--- src/u_line_ctrl_regs.svh ---
// offsets, field positions, reset values and widths of the u-line control block
`ifndef U_LINE_CTRL_REGS_SVH
`define U_LINE_CTRL_REGS_SVH

// apb address width and data width
`define ULC_ADDR_W 12
`define ULC_DATA_W 32

// register indices as printed, and their byte addresses (index times four)
`define ULC_CONTROL_0_INDEX 8'h07
`define ULC_CONTROL_0_ADDR 12'h01c
`define ULC_STATUS_INDEX 8'h08
`define ULC_STATUS_ADDR 12'h020

// control register width and reset value
`define ULC_REG_W 8
`define ULC_CONTROL_0_RESET 8'he0

// control register field positions
`define ULC_NT_TEST_BIT 7
`define ULC_PS_A_BIT 6
`define ULC_DEACT_BIT 6
`define ULC_PS_B_BIT 5
`define ULC_SAI_BIT 4
`define ULC_UOA_BIT 4
`define ULC_FORCE_UPSTREAM_TRANSPARENCY_BIT 3
`define ULC_FORCE_ACT_BIT 2
`define ULC_ACT_VALUE_BIT 1
`define ULC_STARTUP_BIT 0

// status register field positions
`define ULC_ST_OVH_LSB 0
`define ULC_ST_OVH_MSB 4
`define ULC_ST_BUSY_BIT 5
`define ULC_ST_LT_BIT 6

// overhead bit group: width and reset value {nt, ps_a, ps_b, sai, act}
`define ULC_OVH_W 5
`define ULC_OVH_RESET 5'h1c

`endif

--- src/u_line_ctrl_pkg.sv ---
// types shared by the u-line overhead control block
`default_nettype none

package u_line_ctrl_pkg;

    // overhead bits sent on the u-interface, applied as one group per superframe
    typedef struct packed {
        logic nt_test;      // nt test mode bit, 0 = test
        logic ps_a;         // power status a
        logic ps_b;         // power status b
        logic st_activity;  // s/t activity indicator
        logic activation;   // act bit, upstream in nt, downstream in lt
    } overhead_bits_t;

    // apb answer phase
    typedef enum logic [0:0] {
        apb_idle   = 1'b0,  // waiting for an access phase
        apb_answer = 1'b1   // pready raised, transfer completes next edge
    } apb_state_t;

    // start-up attempt tracking
    typedef enum logic [0:0] {
        su_idle    = 1'b0,  // no attempt pending
        su_running = 1'b1   // attempt requested, waiting for its end
    } startup_state_t;

endpackage : u_line_ctrl_pkg

`default_nettype wire

--- src/u_line_overhead_control.sv ---
// u-line control register 0 with apb access and superframe-aligned overhead bits
//
// Register access over APB was chosen for this implementation.
`timescale 1ns/10ps
`default_nettype none
`include "u_line_ctrl_regs.svh"


module u_line_overhead_control (
    input wire logic pclk,
    input wire logic presetn,
    // apb slave
    input wire logic psel,
    input wire logic penable,
    input wire logic pwrite,
    input wire logic [`ULC_ADDR_W-1:0] paddr,
    input wire logic [`ULC_DATA_W-1:0] pwdata,
    output logic [`ULC_DATA_W-1:0] prdata,
    output logic pready,
    output logic pslverr,
    // device side inputs
    input wire logic termination_side_select,
    input wire logic st_info1_present,
    input wire logic st_info3_present,
    input wire logic superframe_boundary,
    input wire logic startup_attempt_done,
    // overhead bits toward the u transceiver
    output logic nt_test_overhead_bit,
    output logic power_status_a,
    output logic power_status_b,
    output logic st_activity_indicator,
    output logic activation_overhead_bit,
    // control levels toward the u block
    output logic deactivate_request,
    output logic u_only_activation,
    output logic force_upstream_transparency,
    output logic initiate_startup
);

    // software-visible control register
    logic [`ULC_REG_W-1:0] u_line_control_0_ff;
    // apb answer state and registered answer
    u_line_ctrl_pkg::apb_state_t apb_state_ff;
    u_line_ctrl_pkg::apb_state_t nxt_apb_state;
    logic [`ULC_DATA_W-1:0] prdata_ff;
    logic [`ULC_DATA_W-1:0] nxt_prdata;
    logic pslverr_ff;
    logic nxt_pslverr;
    // start-up tracking
    u_line_ctrl_pkg::startup_state_t su_state_ff;
    // sampled lt/nt mode
    logic lt_mode_ff;
    // registered control outputs
    logic deactivate_ff;
    logic uoa_ff;
    logic force_upstream_transparency_ff;
    // overhead group: next value and the applied value
    u_line_ctrl_pkg::overhead_bits_t nxt_ovh;
    u_line_ctrl_pkg::overhead_bits_t ovh_applied;
    // decoded bus events
    logic access;
    logic wr_commit;
    logic hit_control;
    logic hit_status;
    logic wr_start;
    logic [`ULC_REG_W-1:0] status_word;

    // access phase of any transfer
    assign access = psel && penable;
    // a write takes effect only at the edge where pready is seen high
    assign wr_commit = access && pwrite && (apb_state_ff == u_line_ctrl_pkg::apb_answer);
    // address decode
    assign hit_control = (paddr == `ULC_CONTROL_0_ADDR);
    assign hit_status = (paddr == `ULC_STATUS_ADDR);
    // software writing one to the start-up bit
    assign wr_start = wr_commit && hit_control && pwdata[`ULC_STARTUP_BIT];

    // status word: applied overhead bits, attempt pending, mode
    always_comb
    begin
        status_word = '0;
        status_word[`ULC_ST_OVH_MSB:`ULC_ST_OVH_LSB] = ovh_applied;
        status_word[`ULC_ST_BUSY_BIT] = (su_state_ff == u_line_ctrl_pkg::su_running);
        status_word[`ULC_ST_LT_BIT] = lt_mode_ff;
    end

    // apb next state, read data and error
    always_comb
    begin
        nxt_apb_state = apb_state_ff;
        nxt_prdata = prdata_ff;
        nxt_pslverr = pslverr_ff;
        case (apb_state_ff)
            u_line_ctrl_pkg::apb_idle:
            begin
                // first access cycle: capture answer, raise pready next
                if (access)
                begin
                    nxt_apb_state = u_line_ctrl_pkg::apb_answer;
                    nxt_pslverr = 1'b0;
                    nxt_prdata = '0;
                    if (hit_control)
                    begin
                        nxt_prdata = {24'h000000, u_line_control_0_ff};
                    end
                    else if (hit_status)
                    begin
                        // status is read only: a write errors
                        nxt_prdata = {24'h000000, status_word};
                        nxt_pslverr = pwrite;
                    end
                    else
                    begin
                        // unmapped address answers zero with an error
                        nxt_pslverr = 1'b1;
                    end
                end
            end
            u_line_ctrl_pkg::apb_answer:
            begin
                // transfer completes at this edge; drop pready
                nxt_apb_state = u_line_ctrl_pkg::apb_idle;
                nxt_pslverr = 1'b0;
            end
            default:
            begin
                nxt_apb_state = u_line_ctrl_pkg::apb_idle;
            end
        endcase
    end

    // apb answer registers
    always_ff @(posedge pclk or negedge presetn)
    begin
        if (!presetn)
        begin
            apb_state_ff <= u_line_ctrl_pkg::apb_idle;
            prdata_ff <= '0;
            pslverr_ff <= 1'b0;
        end
        else
        begin
            apb_state_ff <= nxt_apb_state;
            prdata_ff <= nxt_prdata;
            pslverr_ff <= nxt_pslverr;
        end
    end

    // control register: upper bits plain storage, bit 0 self-clearing
    always_ff @(posedge pclk or negedge presetn)
    begin
        if (!presetn)
        begin
            u_line_control_0_ff <= `ULC_CONTROL_0_RESET;
        end
        else
        begin
            // bits 7..1 take the written value
            if (wr_commit && hit_control)
            begin
                u_line_control_0_ff[`ULC_REG_W-1:1] <= pwdata[`ULC_REG_W-1:1];
            end
            // writing one starts; a new start beats the end of the old attempt
            if (wr_start)
            begin
                u_line_control_0_ff[`ULC_STARTUP_BIT] <= 1'b1;
            end
            else if (startup_attempt_done)
            begin
                u_line_control_0_ff[`ULC_STARTUP_BIT] <= 1'b0;
            end
        end
    end

    // start-up tracker mirrors bit 0 as a state
    always_ff @(posedge pclk or negedge presetn)
    begin
        if (!presetn)
        begin
            su_state_ff <= u_line_ctrl_pkg::su_idle;
        end
        else
        begin
            case (su_state_ff)
                u_line_ctrl_pkg::su_idle:
                begin
                    // writing zero leaves it idle
                    if (wr_start)
                    begin
                        su_state_ff <= u_line_ctrl_pkg::su_running;
                    end
                end
                u_line_ctrl_pkg::su_running:
                begin
                    // end of attempt, unless restarted in the same cycle
                    if (startup_attempt_done && !wr_start)
                    begin
                        su_state_ff <= u_line_ctrl_pkg::su_idle;
                    end
                end
                default:
                begin
                    su_state_ff <= u_line_ctrl_pkg::su_idle;
                end
            endcase
        end
    end

    // mode sample from the device operation control
    always_ff @(posedge pclk or negedge presetn)
    begin
        if (!presetn)
        begin
            lt_mode_ff <= 1'b0;
        end
        else
        begin
            lt_mode_ff <= termination_side_select;
        end
    end

    // control levels toward the u block, registered
    always_ff @(posedge pclk or negedge presetn)
    begin
        if (!presetn)
        begin
            deactivate_ff <= 1'b0;
            uoa_ff <= 1'b0;
            force_upstream_transparency_ff <= 1'b0;
        end
        else
        begin
            // bit 6 means deactivate only in lt mode
            deactivate_ff <= lt_mode_ff && u_line_control_0_ff[`ULC_DEACT_BIT];
            // bit 4 lets the remote nt activate s/t in lt mode
            uoa_ff <= lt_mode_ff && u_line_control_0_ff[`ULC_UOA_BIT];
            // transparency in either mode
            force_upstream_transparency_ff <= u_line_control_0_ff[`ULC_FORCE_UPSTREAM_TRANSPARENCY_BIT];
        end
    end

    // next overhead group from register and s/t state
    always_comb
    begin
        nxt_ovh.nt_test = u_line_control_0_ff[`ULC_NT_TEST_BIT];
        if (lt_mode_ff)
        begin
            // lt: power status fields are reused, send all-normal
            nxt_ovh.ps_a = 1'b1;
            nxt_ovh.ps_b = 1'b1;
            nxt_ovh.st_activity = 1'b0;
            // downstream act zero unless forced
            if (u_line_control_0_ff[`ULC_FORCE_ACT_BIT])
            begin
                nxt_ovh.activation = u_line_control_0_ff[`ULC_ACT_VALUE_BIT];
            end
            else
            begin
                nxt_ovh.activation = 1'b0;
            end
        end
        else
        begin
            // nt: power status straight from bits 6 and 5
            nxt_ovh.ps_a = u_line_control_0_ff[`ULC_PS_A_BIT];
            nxt_ovh.ps_b = u_line_control_0_ff[`ULC_PS_B_BIT];
            // activity on s/t, or forced high
            nxt_ovh.st_activity = u_line_control_0_ff[`ULC_SAI_BIT] || st_info1_present
                || st_info3_present;
            // act tracks info3 unless forced
            if (u_line_control_0_ff[`ULC_FORCE_ACT_BIT])
            begin
                nxt_ovh.activation = u_line_control_0_ff[`ULC_ACT_VALUE_BIT];
            end
            else
            begin
                nxt_ovh.activation = st_info3_present;
            end
        end
    end

    // overhead group only changes at a superframe boundary
    superframe_latch #(
        .W(`ULC_OVH_W),
        .RESET_VAL(`ULC_OVH_RESET)
    ) u_ovh_latch (
        .pclk(pclk),
        .presetn(presetn),
        .load(superframe_boundary),
        .d(nxt_ovh),
        .q(ovh_applied)
    );

    // outputs
    assign prdata = prdata_ff;
    assign pready = (apb_state_ff == u_line_ctrl_pkg::apb_answer);
    assign pslverr = pslverr_ff;
    assign nt_test_overhead_bit = ovh_applied.nt_test;
    assign power_status_a = ovh_applied.ps_a;
    assign power_status_b = ovh_applied.ps_b;
    assign st_activity_indicator = ovh_applied.st_activity;
    assign activation_overhead_bit = ovh_applied.activation;
    assign deactivate_request = deactivate_ff;
    assign u_only_activation = uoa_ff;
    assign force_upstream_transparency = force_upstream_transparency_ff;
    assign initiate_startup = u_line_control_0_ff[`ULC_STARTUP_BIT];

endmodule : u_line_overhead_control

`default_nettype wire

--- src/superframe_latch.sv ---
// holding register that loads a new value only on a superframe boundary
`timescale 1ns/10ps
`default_nettype none

module superframe_latch #(
    parameter int W = 5,
    parameter logic [W-1:0] RESET_VAL = '0
) (
    input wire logic pclk,
    input wire logic presetn,
    input wire logic load,
    input wire logic [W-1:0] d,
    output logic [W-1:0] q
);

    // held value, replaced only at the boundary so a frame never mixes old and new
    logic [W-1:0] hold_ff;

    // load on the boundary pulse, otherwise keep
    always_ff @(posedge pclk or negedge presetn)
    begin
        if (!presetn)
        begin
            hold_ff <= RESET_VAL;
        end
        else if (load)
        begin
            hold_ff <= d;
        end
    end

    assign q = hold_ff;

endmodule : superframe_latch

`default_nettype wire

--- config.mk ---
export PLATFORM = sky130hd
export DESIGN_NAME = u_line_overhead_control
export DESIGN_NICKNAME = d
export VERILOG_FILES = /design/src/u_line_ctrl_pkg.sv /design/src/u_line_overhead_control.sv /design/src/superframe_latch.sv
export VERILOG_INCLUDE_DIRS = /design/src
export SDC_FILE = /design/constraint.sdc
export NUM_CORES = 1
export LEC_CHECK = 0
export ABC_CLOCK_PERIOD_IN_PS = 2200
export BUFFER_PORTS_ARGS = -buffer_cell sky130_fd_sc_hd__buf_2
export CORE_MARGIN = 10
export CORE_UTILIZATION = 37
export DETAILED_ROUTE_END_ITERATION = 12
export GPL_ROUTABILITY_DRIVEN = 0
export GPL_TIMING_DRIVEN = 0
export HOLD_SLACK_MARGIN = 0.06
export PLACE_DENSITY = 0.83
export SLEW_MARGIN = 40
export SYNTH_ARGS = -nofsm -noshare
export SYNTH_HDL_FRONTEND = slang
export SYNTH_HIERARCHICAL = 1
export SYNTH_SLANG_ARGS = --single-unit
--- constraint.sdc ---
create_clock -name pclk -period 2.2 [get_ports pclk]
set_input_delay 0.11 -clock pclk [delete_from_list [all_inputs] [get_ports pclk]]
set_output_delay 0.11 -clock pclk [all_outputs]
set_load 0.005 [all_outputs]
==> flow_summary.yaml <==
placed_design:
  placedInstanceArea_sq_um: 1760
  portBuffers: 48
  dp_hpwl_mm: 2.79
sta:
  grt_setup_unrepaired: "no"
  tightest_slew_ns: 0.622
  drv_slew: 0
  fin_crit_sh_pct: 77.8
  setup_tns_ns: 0
  setup_viol: 0
  fin_crit_ns: 1.71
  timing.slew.headroom_pct: 58.6
  skew_ns: 0.00766
  fmax_mhz: 584
  hold_viol_final: 0
route:
  first_pass_iters: 4
  drc: 0
  vias: 1089
  via_per_inst: 4.25
  dr.first_iter.drc_count: 43
  wl_mm: 3.46
  ant_nets: 0
  drt-wirelength-per-cell_microns: 13.5
critical_path:
  arrival_ns: 1.90
  cp_max_fo: 9
  worstSetupStartpointType: "flip-flop"
  critPathSlowestCell: "dfrtp_1"
  worst-path-buf-inv: 1
  r2r_slack_ns: 0.49
  worstPathCellList: "nand3b_1 > inv_1 > nand4_1 > o221ai_1"
  worstReg2RegEnd: "prdata[3]$_DFFE_PN0P_"
  reg2reg_depth: 4
  critPathMaxStageDelay_ns: 0.40
  crit_family: "simple AND/OR/NAND/NOR gates"
  regToRegStartpoint: "pready$_DFF_PN0_"
  criticalPathCategory: "flip-flop to flip-flop"
  crit_required_ns: 2.39
  end_kind: "flip-flop"
global_routing:
  grt_pass1_vias: 1203
  grt_start_max_net_pins: 29
  grt_pass1_wl_mm: 5.60
  grtUsageTotal_pct: 10.8
  overflow: 0
  antenna_found_initial: 0
floorplan:
  rows: 22
  die_w_microns: 81.0
  boundaryPins: 97
  die_y_microns: 81.0
  dieArea_sq_um: 6560
  coreArea_sq_um: 3630
  initial_core_util_pct: 37.9
clock_network:
  cts.hold.buffers_added: 10
  cts_resized: 0
  max-clock-path-buffers: 2
  cts_setup_buffers: 0
  clkTransAtPathRegs_ns: 0.09
  clkLatencyLatePin_ns: 0.28
  cts_sinks: 28
  cts_buffers: 3
  h-tree-depth: 1
  clockRootBuffer: "clkbuf_8"
  cts_tree: "built"
power_and_ir_drop:
  p_per_area_nw_per_um2: 565
  p_total_w: 0.00109
  cellLeakagePower_nw: 1.05
  max-vdd-ir-drop_uv: 361
logic_synthesis:
  ys_seq_elements: 28
  synth_top_area_share_pct: 40.0
  ys_types: 23
  synth.area.top_cells: "dfrtp_1, buf_4, dfstp_2, mux2_2, inv_1"
  netlist_area_sq_um: 1380
  syn_avg_cell_area_sq_um: 11.2
  synth_seq_area_share_pct: 51.5
  synth_cells: 123
  ys_warn_count: 6
  yosysTopAreaCell: "dfrtp_1"
hold_path:
  hp-class: "primary input to flip-flop"
  min_to: "su_state_ff$_DFF_PN0_"
  hold_start: "pwdata[0]"
  min_path_cells: 3
cells_and_area:
  drive_above_1_share_pct: 45.7
  insertedDiodeCount: 0
  area.growth.synth_to_final_pct: 40.5
  final.fill_count: 335
  fin_area_sq_um: 1930
  nets: 263
outcome:
  status: "finished clean"
job:
  drv_cap: 0
-- through the flow --
step	hold slack, ns	setup slack, ns	utilization (%)	std cells
finish	0.0825	0.488	53.2	256
floorplan	-0.186	0.885	-	146
detailed placement	0.160	0.488	48.5	242
global placement	0.148	0.571	48.5	242
global route	0.101	0.297	53.2	256
CTS	0.0726	0.473	53.2	256
-- tightest hold or removal path: stages --
cell and delay, ns:
buf_2 0.09, inv_1 0.06, o22ai_1 0.06
-- worst max-delay path by stage --
stage / endpoint / slack, ns / startpoint / depth (start not counted)
2_1_floorplan: prdata[0]$_DFFE_PN0P_ / 0.88 / pready$_DFF_PN0_ / 4
3_3_place_gp: prdata[1]$_DFFE_PN0P_ / 0.57 / pready$_DFF_PN0_ / 4
3_5_place_dp: prdata[7]$_DFFE_PN0P_ / 0.49 / pready$_DFF_PN0_ / 4
4_1_cts: prdata[3]$_DFFE_PN0P_ / 0.47 / pready$_DFF_PN0_ / 4
5_1_grt: prdata[7]$_DFFE_PN0P_ / 0.30 / pready$_DFF_PN0_ / 4
6_report: prdata[3]$_DFFE_PN0P_ / 0.49 / pready$_DFF_PN0_ / 4
-- area by class of cell --
| class | count | area, sq um | area share (%) |
|---|---|---|---|
| plain buffers | 24 | 180 | 9.31 |
| clock buffers | 3 | 41.3 | 2.13 |
| clock inverters | 1 | 30.0 | 1.55 |
| inverters | 18 | 67.6 | 3.49 |
| multi-input cells | 76 | 507 | 26.2 |
| flip-flops and latches | 28 | 708 | 36.6 |
| well taps | 48 | 60.1 | 3.10 |
| repair buffers | 58 | 340 | 17.6 |
-- layer usage --
layer | vias up | wire length [microns] | GRT usage (%) | share of wire (%)
met2 | 46 | 1640 | 18.3 | 47
met4 | 0 | 52 | 4.15 | 1.5
li1 | 537 | - | - | -
met3 | 5 | 414 | 4.86 | 12
met5 | - | 0 | 0 | 0
met1 | 501 | 1350 | 11.6 | 39
-- flip-flops by register name, summed over array words and instances (netlist names) --
register and cells:
u_line_control_0_ff 8, deactivate_request 1, pready 1, lt_mode_ff 1, prdata 8, su_state_ff 1, pslverr 1, force_upstream_transparency 1
u_only_activation 1, u_ovh_latch/q 5
-- cell usage in the layout, fill, tap and decap left out --
cell type,n
buf_4,24
nand4_4,1
nor2_1,4
o21ai_0,2
nand3_1,1
mux2_1,2
dlygate4sd3_1,10
nor4b_1,1
buf_2,48
o21a_1,1
conb_1,24
nand2_1,10
inv_1,18
dfrtp_1,22
mux2_2,10
bufinv_16,1
nand3b_1,1
o22ai_1,2
clkbuf_8,3
nand4_1,3
nor4_4,2
and4_1,1
nor3_1,1
o221ai_1,7
a21oi_1,2
dfstp_2,6
and4b_1,1
-- power breakdown --
part	switching [W]	internal (W)	leakage, nW
Combinational	0.0000645	0.0000794	0.655
Sequential	0.00000738	0.000529	0.362
Clock	0.000168	0.000244	0.0357
-- Yosys cell counts --
cell      count
nand3b_1      1
o22ai_1       2
dfstp_2       6
nand2_1      10
nor2_1        4
and4_1        1
dfrtp_1      22
o221ai_1      7
nand3_1       1
nor3_1        1
inv_1        18
nand4_4       1
a21oi_1       2
mux2_1        2
o21ai_0       2
nand4_1       3
buf_4        24
nor4_4        2
conb_1        1
o21a_1        1
nor4b_1       1
and4b_1       1
mux2_2       10
-- cell families after synthesis --
group / synth area share, %
buffers and inverters: 18.0
DFF: 51.5
and+or+nand+nor: 13.1
AOI/OAI and AO/OA: 7.36
muxes: 9.82
other: 0.272
No activity file was read; power rests on OpenSTA's default activity.
